[config.mk]
export PLATFORM = sky130hd
export DESIGN_NAME = twmc_decoder
export DESIGN_NICKNAME = d
export VERILOG_FILES = /design/src/twmc_pkg.sv /design/src/twmc_decoder.sv /design/src/twmc_sync.sv
export SDC_FILE = /design/constraint.sdc
export NUM_CORES = 1
export LEC_CHECK = 0
export ABC_AREA = 1
export BUFFER_PORTS_ARGS = -buffer_cell sky130_fd_sc_hd__buf_2
export CAP_MARGIN = 25
export CELL_PAD_IN_SITES_DETAIL_PLACEMENT = 0
export CELL_PAD_IN_SITES_GLOBAL_PLACEMENT = 2
export CORE_MARGIN = 4
export CORE_UTILIZATION = 25
export DETAILED_ROUTE_END_ITERATION = 7
export GPL_TIMING_DRIVEN = 0
export PLACE_DENSITY = 0.72
export SYNTH_ARGS = -nofsm -noshare
export SYNTH_HDL_FRONTEND = slang
export SYNTH_SLANG_ARGS = --single-unit
export TNS_END_PERCENT = 1
[constraint.sdc]
create_clock -name ref_clk -period 1.1 [get_ports ref_clk]
set_input_delay 0.11 -clock ref_clk [delete_from_list [all_inputs] [get_ports ref_clk]]
set_output_delay 0.11 -clock ref_clk [all_outputs]
set_load 0.1 [all_outputs]
[src/twmc_pkg.sv]
// Purpose: shared constants and types of the three-wire motor command decoder
// Assumes: one control cycle per rising ref_clk edge
// Notes:   selection codes and reset values live here only
package twmc_pkg;

	// ----------------------------------------------------------------
	// wire-control selection codes
	// ----------------------------------------------------------------
	localparam logic [2:0] SEL_WIDTH_DUMMY      = 3'h0;
	localparam logic [2:0] SEL_RESET            = 3'h0;
	localparam logic [2:0] SEL_ENABLE_CW_CCW    = 3'h3;
	localparam logic [2:0] SEL_ENABLE_ON_REV    = 3'h4;
	localparam logic       NEG_INHIBIT_RESET    = 1'h1;

	// ----------------------------------------------------------------
	// control word field positions
	// ----------------------------------------------------------------
	localparam int         CW_RUN_BIT           = 0;
	localparam int         CW_INVERT_BIT        = 1;

	// ----------------------------------------------------------------
	// carriers
	// ----------------------------------------------------------------
	typedef struct packed {
		logic third_digital_input;
		logic second_digital_input;
		logic first_digital_input;
	} twmc_cmd_t;

	typedef struct packed {
		logic setpoint_inversion_source;
		logic run_or_ramp_stop;
	} twmc_word_t;

endpackage : twmc_pkg

[src/twmc_decoder.sv]
// Purpose: three-wire motor command decoder
// Assumes: command pins are asynchronous and pass a two-flop synchroniser
// Notes:   one ref_clk cycle is one control cycle
//
// Overview of operation
// (RULE1) selection 3: enable, cw start, ccw start; selection resets to 0
// (RULE2) selection 4: inputs are enable, start, reverse
// (RULE3) enable/start/reverse: motor never starts while enable is low
// (RULE4) enable/start/reverse: start switches motor on while enable high
// (RULE5) enable/start/reverse: reverse high inverts rotation direction
// (RULE6) dropping enable issues a ramp-down stop
// (RULE7) enable low keeps motor stopped whatever start and reverse do
// (RULE8) enable 1, reverse 0, start rising: run clockwise
// (RULE9) enable 1, reverse 1, start rising: run counter-clockwise
// (RULE10) control word bit 0 is run, bit 1 is setpoint inversion
// (RULE11) negative-direction inhibit resets to 1 and blocks reversed rotation
// (RULE12) outside party drives enable, start, reverse on inputs one to three
// (RULE13) cw/ccw: start edge picks direction; both high or enable low stops
// (RULE14) edges found against previous sample, acted on only while enabled
`timescale 1ns/100ps
module twmc_decoder (
	// clock and reset
	input  wire logic               ref_clk,
	input  wire logic               rst,
	// command pins
	input  wire twmc_pkg::twmc_cmd_t cmd_pins,
	// configuration
	input  wire logic [2:0]         wire_control_selection,
	input  wire logic               negative_direction_inhibit,
	// drive side
	output twmc_pkg::twmc_word_t    decoded_control_word,
	output logic                    ramp_stop_command
);

	// ----------------------------------------------------------------
	// synchronise pins
	// ----------------------------------------------------------------
	twmc_pkg::twmc_cmd_t cmd_sync;
	twmc_pkg::twmc_cmd_t cmd_prev_reg;

	twmc_sync #(.WIDTH(3)) u_sync (
		.ref_clk  (ref_clk),
		.rst      (rst),
		.async_in (cmd_pins),
		.sync_out (cmd_sync)
	);

	// ----------------------------------------------------------------
	// decode
	// ----------------------------------------------------------------
	wire enable_in = cmd_sync.first_digital_input;   // RULE12
	wire two_in    = cmd_sync.second_digital_input;
	wire three_in  = cmd_sync.third_digital_input;
	wire mode_cw   = wire_control_selection ==
		twmc_pkg::SEL_ENABLE_CW_CCW;                 // RULE1
	wire mode_rev  = wire_control_selection ==
		twmc_pkg::SEL_ENABLE_ON_REV;                 // RULE2
	wire active    = mode_cw | mode_rev;
	wire rise_two  = two_in & ~cmd_prev_reg.second_digital_input;   // RULE14
	wire rise_thr  = three_in & ~cmd_prev_reg.third_digital_input;  // RULE14

	// cw/ccw scheme
	wire cw_start  = rise_two & ~three_in;           // RULE13
	wire ccw_start = rise_thr & ~two_in;             // RULE13
	wire cw_both   = two_in & three_in;              // RULE13

	// enable/start/reverse scheme
	wire on_start  = rise_two;                       // RULE4
	wire on_rev    = three_in;                       // RULE5

	wire start_cw  = mode_cw ? cw_start : (on_start & ~on_rev);  // RULE8
	wire start_ccw = mode_cw ? ccw_start : (on_start & on_rev);  // RULE9
	wire ccw_ok    = start_ccw & ~negative_direction_inhibit;    // RULE11

	logic run_reg;
	logic inv_reg;
	logic run_next;
	logic inv_next;

	always_comb begin
		run_next = run_reg;
		inv_next = inv_reg;
		if (!active || !enable_in) begin
			run_next = 1'h0;                         // RULE3 RULE6 RULE7
			inv_next = 1'h0;
		end else if (mode_cw && cw_both) begin
			run_next = 1'h0;                         // RULE13
			inv_next = 1'h0;
		end else if (start_cw) begin
			run_next = 1'h1;                         // RULE8
			inv_next = 1'h0;
		end else if (ccw_ok) begin
			run_next = 1'h1;                         // RULE9
			inv_next = 1'h1;
		end else if (mode_rev && run_reg) begin
			inv_next = on_rev & ~negative_direction_inhibit;  // RULE5 RULE11
		end
		// inhibit raised while running reversed drops back to clockwise
		if (negative_direction_inhibit) begin
			inv_next = 1'h0;                         // RULE11
		end
	end

	always_ff @(posedge ref_clk) begin
		if (rst) begin
			cmd_prev_reg <= '0;
			run_reg      <= 1'h0;
			inv_reg      <= 1'h0;
		end else begin
			cmd_prev_reg <= cmd_sync;
			run_reg      <= run_next;
			inv_reg      <= inv_next;
		end
	end

	// RULE10
	assign decoded_control_word = '{
		setpoint_inversion_source: inv_reg,
		run_or_ramp_stop:          run_reg
	};
	assign ramp_stop_command = ~run_reg;             // RULE6
endmodule : twmc_decoder

[src/twmc_sync.sv]
// Purpose: two-flop synchroniser for a group of pin levels
// Assumes: inputs are asynchronous to ref_clk
// Notes:   first stage feeds only the second stage
`timescale 1ns/100ps
module twmc_sync #(
	parameter int WIDTH = 3
) (
	// clock and reset
	input  wire logic             ref_clk,
	input  wire logic             rst,
	// levels
	input  wire logic [WIDTH-1:0] async_in,
	output logic      [WIDTH-1:0] sync_out
);

	logic [WIDTH-1:0] meta_reg;

	always_ff @(posedge ref_clk) begin
		if (rst) begin
			meta_reg <= '0;
			sync_out <= '0;
		end else begin
			meta_reg <= async_in;
			sync_out <= meta_reg;
		end
	end

endmodule : twmc_sync

==> summary.md, run 1 <==
| Metric | Value |
|---|---|
| Post-Synth Simple-Gate Area | `34.5%` |
| Share of layout cells above drive strength 1 | `30.5%` |
| Setup Viol. Count Final | `0` |
| Synth Area in Compound Gates | `1.10%` |
| Post-synthesis sequential area ratio | `43.8%` |
| Global-route wire length before repair | `1280 microns` |
| Layer with the highest usage | `met2` |
| Power per cell area | `1290 nW/um^2` |
| Post-synthesis average cell area | `6.72 sq um` |
| Hold Startpoint | `rst` |
| RSZ-0062 raised after global routing | `no` |
| Max_cap viols | `0` |
| Delay-heaviest family, CP | `flip-flops` |
| H-tree levels | `1` |
| Worst Setup Start Kind | `flip-flop` |
| Worst clock skew | `0.00340 ns` |
| Ordered list of cells on the worst path | `buf_4 -> buf_6` |
| Max incr delay on CP | `0.36 ns` |
| Nets | `92` |
| Final core utilization | `34.4%` |
| TritonCTS buffer count | `3` |
| Root Buffer | `clkbuf_4` |
| Routed via count | `377` |
| Port Buf Inserts | `10` |
| Post-Synth XOR/XNOR Area | `0%` |
| CTS tree | `yes` |
| Post-Synth Adder-Cell Area | `0%` |
| Overflow after GRT | `0` |
| P_leak | `0.000306 uW` |
| Post-Place Cells | `103` |
| Crit Reg-Reg Startpoint | `u_sync.sync_out[2]` |
| Hold WC Path Type | `input pin to flip-flop` |
| P&R area growth vs syn | `30.1%` |
| Register area | `201 sq um` |
| Max FO, Critical Path | `3` |
| DRT antenna net count | `0` |
| Chip height | `50.7 microns` |
| Met1 usage | `6.49%` |
| Number of cells on the critical path | `2` |
| Die X | `50.7 microns` |
| Net count after synthesis | `77` |
| Post-synth EDFFs | `0` |
| Async S/R FF share, synth | `0%` |
| Top-count cell post-synth | `inv_1` |
| Fmax | `0.942 GHz` |
| Post-synthesis mux area share | `0%` |
| Area of the multi-input gates | `163 sq um` |
| Setup ws final | `0.0381 ns` |
| Final hold vios | `0` |
| Largest family of logic cells by synthesized area | `simple AND/OR/NAND/NOR gates` |
| Crit path launch | `run_reg` |
| WS Path Type | `flip-flop to output port` |
| WP buf/inv | `2` |
| Clock slew at reported path FFs | `0.07 ns` |
| All-layer global routing usage | `6.99%` |
| Initial antenna violation count | `0` |
| Max Root-Sink Buffers | `2` |
| Initial DRT Pass Iterations | `2` |
| Sinks on Clock Net | `10` |
| #FFs+latches synth | `10` |
| WL final | `753 microns` |
| Worst Max-Slew Pin Slew | `0.278 ns` |
| # fillers | `200` |
| Post-DP HPWL | `613 microns` |
| Dpl ws | `0.131 ns` |
| GPL Wtd Cong | `0.674` |
| Final non-filler cell total | `107` |
| Period utilization | `96.5%` |
| Cell variety after synth | `14` |
| DR DRC count | `0` |
| Die area | `2570 sq um` |
| Maximum vdd ir drop | `634 uV` |
| Status | `completed` |
| Ys flop type | `dfxtp_1` |
| Cell count of the worst hold path | `2` |
| WL per Instance | `7.04 microns` |
| CP max stage cell | `dfxtp_2` |
| Via density | `3.52` |
| Starting Density | `26.4%` |
| Iteration-0 DRC Markers | `6` |
| Reg2reg path depth | `6` |
| Post-Synthesis Cells | `68` |
| Core Box Area | `1730 sq um` |
| Data required, critical path | `0.99 ns` |
| Post-synth top cells | `inv_1, nand2_1, nor2_1` |
| Ranking of synthesized cells by area | `dfxtp_1, inv_1, nand2_1` |
| Worst Setup End Kind | `output port` |
| Met2 Usage GRT | `11.3%` |
| Crit path time final | `1.06 ns` |
| Final Slew Violations | `0` |
| Netlist Area Pre-Place | `457 sq um` |
| Post-synth top area share | `43.8%` |
| Number of global-route vias before repair | `340` |
| Row cnt | `15` |
| Slew headroom | `81.6%` |
| Largest net degree at the start of global routing | `10` |
| Ports | `12` |
| Diode count | `0` |
| Met3 usage | `3.86%` |
| Critical Path AT | `0.95 ns` |
| Clk Latency, worst-skew pair | `0.26 ns` |
| Cell taking the most area after synthesis | `dfxtp_1` |
| Ys Warns | `0` |
==> cells by family after synthesis <==
logic type             after synthesis
AND/OR/NAND/NOR                     36
AO/OA/AOI/OAI                        1
flip-flops                          10
buffers and inverters               21
==> what timing repair did <==
item	in CTS	in global routing
gates resized for setup	4	1
buffers inserted	0	0
hold buffers	0	0
endpoints found under the setup margin	3	1
gates cloned	0	0
==> metrics by stage <==
| step | TNS [ns] | hold WS, ns | instance area, sq um | total power, uW |
|---|---|---|---|---|
| 3_3_place_gp | 0 | 0.314 | 543 | 449 |
| 6_report | 0 | 0.0377 | 594 | 765 |
| 2_1_floorplan | -0.0885 | 0.217 | 462 | 427 |
| 4_1_cts | 0 | 0.0285 | 591 | 785 |
| 3_5_place_dp | 0 | 0.318 | 543 | 450 |
| 5_1_grt | 0 | 0.0245 | 594 | 813 |
==> routing by layer <==
metal	up-vias	wire length [microns]
li1	216	-
met1	151	352
met2	10	338
met3	0	62
met4	0	0
met5	-	0
==> power by group <==
group,total (uW),switching (uW),internal [uW]
clock,325,124,201
combinational,61.4,34.0,27.4
sequential,379,4.85,374
==> final cells by class <==
type	instances	area share, %
buffer	3	4.42
clock buffer	4	6.11
tap	25	5.26
timing repair buffer	10	10.9
sequential	10	33.9
multi-input combinational	37	27.4
inverter	18	12.0
==> worst register-to-register path, stage by stage, from the launching register on <==
cell     delay [ns]
dfxtp_1        0.36
inv_1          0.07
nand3_1        0.10
nand2_1        0.07
inv_2          0.04
nand2_1        0.03
and2_1         0.14
==> placed cells by master, fill, tap and decap left out, types with 2 or more instances in the layout <==
master    instances
nand2_1          14
clkbuf_4          3
buf_4             3
buf_2             7
buf_6             3
nor2_1           13
inv_1            14
nand3_1           3
dfxtp_1           9
nor2_2            3
inv_2             2
==> path summary, 6_finish.rpt <==
| kind | slack, ns | end |
|---|---|---|
| max reg2reg | 0.18 | run_reg |
| min reg2reg | 0.40 | u_sync.sync_out[0] |
| min | 0.04 | u_sync.meta_reg[2] |
| max | 0.04 | decoded_control_word[0] |
(Power assumes the default switching activity.)
==> run 2: changes to the inputs <==
--- a/config.mk
+++ b/config.mk
@@ -9,12 +9,13 @@
 export BUFFER_PORTS_ARGS = -buffer_cell sky130_fd_sc_hd__buf_2
 export CAP_MARGIN = 25
 export CELL_PAD_IN_SITES_DETAIL_PLACEMENT = 0
-export CELL_PAD_IN_SITES_GLOBAL_PLACEMENT = 2
+export CELL_PAD_IN_SITES_GLOBAL_PLACEMENT = 1
 export CORE_MARGIN = 4
-export CORE_UTILIZATION = 25
+export CORE_UTILIZATION = 35
+export CTS_BUF_LIST = sky130_fd_sc_hd__clkbuf_2 sky130_fd_sc_hd__clkbuf_4 sky130_fd_sc_hd__clkbuf_8
 export DETAILED_ROUTE_END_ITERATION = 7
 export GPL_TIMING_DRIVEN = 0
-export PLACE_DENSITY = 0.72
+export PLACE_DENSITY = 0.77
 export SYNTH_ARGS = -nofsm -noshare
 export SYNTH_HDL_FRONTEND = slang
 export SYNTH_SLANG_ARGS = --single-unit
==> run 2 against run 1 <==
Against the previous run:
- clock skew shrank 0.0012 ns
- critical path depth did not move
- maximum frequency up 2.1%
- sequential power barely moved
- die area decreased by 24%
- worst hold slack better by 0.0030 ns
- wire length unchanged
- sequential share of layout area up 1.2 points
- sequential cell count stayed put
- power is 12% lower
- non-clock buffer count stayed put
==> summary.md, run 2 (synthesis gave the netlist of run 1 again) <==
| Metric | Value |
|---|---|
| Status | `completed` |
| Slew headroom | `86.5% (+4.8 points)` |
| Final Slew Violations | `0 (unchanged)` |
| Via density | `3.85 (+9.3%)` |
| Starting Density | `39.0% (+13 points)` |
| Root Buffer | `clkbuf_4` |
| Port Buf Inserts | `10 (unchanged)` |
| Max FO, Critical Path | `3 (unchanged)` |
| P&R area growth vs syn | `25.8%` |
| Routed via count | `366 (-2.9%)` |
| Period utilization | `94.5% (-2.0 points)` |
| Setup ws final | `0.0602 ns (+0.0222 ns)` |
| Row cnt | `12 (-3)` |
| Fmax | `0.962 GHz (+2.1%)` |
| Die X | `44.1 microns (-13%)` |
| Hold WC Path Type | `input pin to flip-flop` |
| Setup Viol. Count Final | `0 (unchanged)` |
| Maximum vdd ir drop | `529 uV (-17%)` |
| Iteration-0 DRC Markers | `2 (-4)` |
| Worst Setup End Kind | `output port` |
| DR DRC count | `0 (unchanged)` |
| GPL Wtd Cong | `0.674 (about the same)` |
| TritonCTS buffer count | `3 (unchanged)` |
| Post-DP HPWL | `584 microns (-4.8%)` |
| WS Path Type | `flip-flop to output port` |
| Met2 WL | `335 microns (-0.89%)` |
| Share of layout cells above drive strength 1 | `29.6% (-0.86 points)` |
| Final non-filler cell total | `95 (-11%)` |
| Max_cap viols | `0 (unchanged)` |
| Max Root-Sink Buffers | `2 (unchanged)` |
| M1 WL | `358 microns (+1.7%)` |
| Nets | `92 (unchanged)` |
| Largest net degree at the start of global routing | `10 (unchanged)` |
| Ports | `12 (unchanged)` |
| Setup Buffers After CTS | `0 (unchanged)` |
| Die area | `1950 sq um (-24%)` |
| Diode count | `0 (unchanged)` |
| DRT antenna net count | `0 (unchanged)` |
| H-tree levels | `1 (unchanged)` |
| Met3 WL post-DR | `52 microns (-16%)` |
| Initial antenna violation count | `0 (unchanged)` |
| Core Box Area | `1170 sq um (-32%)` |
| Post-Place Cells | `92 (-11%)` |
| Initial DRT Pass Iterations | `3 (+1)` |
| Global-route wire length before repair | `1240 microns (-3.2%)` |
| Worst Max-Slew Pin Slew | `0.204 ns (-0.0742 ns)` |
| Dpl ws | `0.121 ns (-0.00980 ns)` |
| Critical Path AT | `0.93 ns (-0.02 ns)` |
| Crit path time final | `1.04 ns (-0.0222 ns)` |
| Clock slew at reported path FFs | `0.06 ns (about the same)` |
| Power per cell area | `1180 nW/um^2 (-8.6%)` |
| Commonest non-fill, non-tap cells in the layout | `nand2_1, inv_1, nor2_1` |
| Data required, critical path | `0.99 ns (about the same)` |
| Final hold vios | `0 (unchanged)` |
| WL per Instance | `7.93 microns (+13%)` |
| RSZ-0062 raised after global routing | `no` |
| Overflow after GRT | `0 (unchanged)` |
| Top sig layer | `met4` |
| Worst Setup Start Kind | `flip-flop` |
| P_leak | `0.000302 uW (-1.4%)` |
| Sinks on Clock Net | `10 (unchanged)` |
| CTS tree | `yes` |
| WL final | `753 microns (unchanged)` |
| All-layer global routing usage | `9.16% (+2.2 points)` |
| Clk Latency, worst-skew pair | `0.25 ns (about the same)` |
| Worst clock skew | `0.00219 ns (-0.00121 ns)` |
| Post-CTS Hold Buffers | `0 (unchanged)` |
| Number of global-route vias before repair | `329 (-3.2%)` |
| Post-CTS Resized | `4 (unchanged)` |
| Chip height | `44.1 microns (-13%)` |
==> run 2: metrics by stage <==
step                instance area (sq um)  utilization (%)  TNS, ns  hold WS [ns]  power (uW)
CTS                                   563             48.1        0        0.0335         694
finish                                574             49.0        0        0.0406         676
global placement                      529             45.2        0         0.309         448
floorplan                             462                -  -0.0885         0.217         427
detailed placement                    529             45.2        0         0.315         449
global route                          574             49.0        0        0.0268         726
==> run 2: worst paths after layout <==
kind                      startpoint                      end  slack [ns]  cells after the start
setup reg to reg  u_sync.sync_out[1]                  run_reg        0.15                      5
setup / recovery             run_reg  decoded_control_word[0]        0.06                      2
hold / removal                   rst          cmd_prev_reg[1]        0.04                      2
hold reg to reg   u_sync.meta_reg[1]       u_sync.sync_out[1]        0.40                      2
==> run 2: layout make-up <==
cell class                 instances  area (sq um)
buffer                             3          26.3
clock buffer                       3          22.5
fill                             129           597
inverter                          18          71.3
multi-input combinational         37           163
sequential                        10           201
tap                               14          17.5
timing repair buffer              10          72.6
==> run 2: power by group <==
group          leakage, uW  internal, uW  switching [uW]  total, uW
logic             0.000205          27.5            33.5       61.0
clock network    0.0000138           126             110        235
registers        0.0000825           375            4.97        379
total             0.000302           528             148        676
==> run 2: routing by layer <==
metal / vias to the layer above / global-route usage (%)
met1: 139 / 10.0
met4: 0 / 7.23
met5: - / 0
met3: 2 / 4.88
met2: 9 / 13.1
li1: 216 / -
==> run 2: critical path, stage by stage (launching register included) <==
cell and delay [ns]:
dfxtp_2 0.37, buf_4 0.12, buf_8 0.18
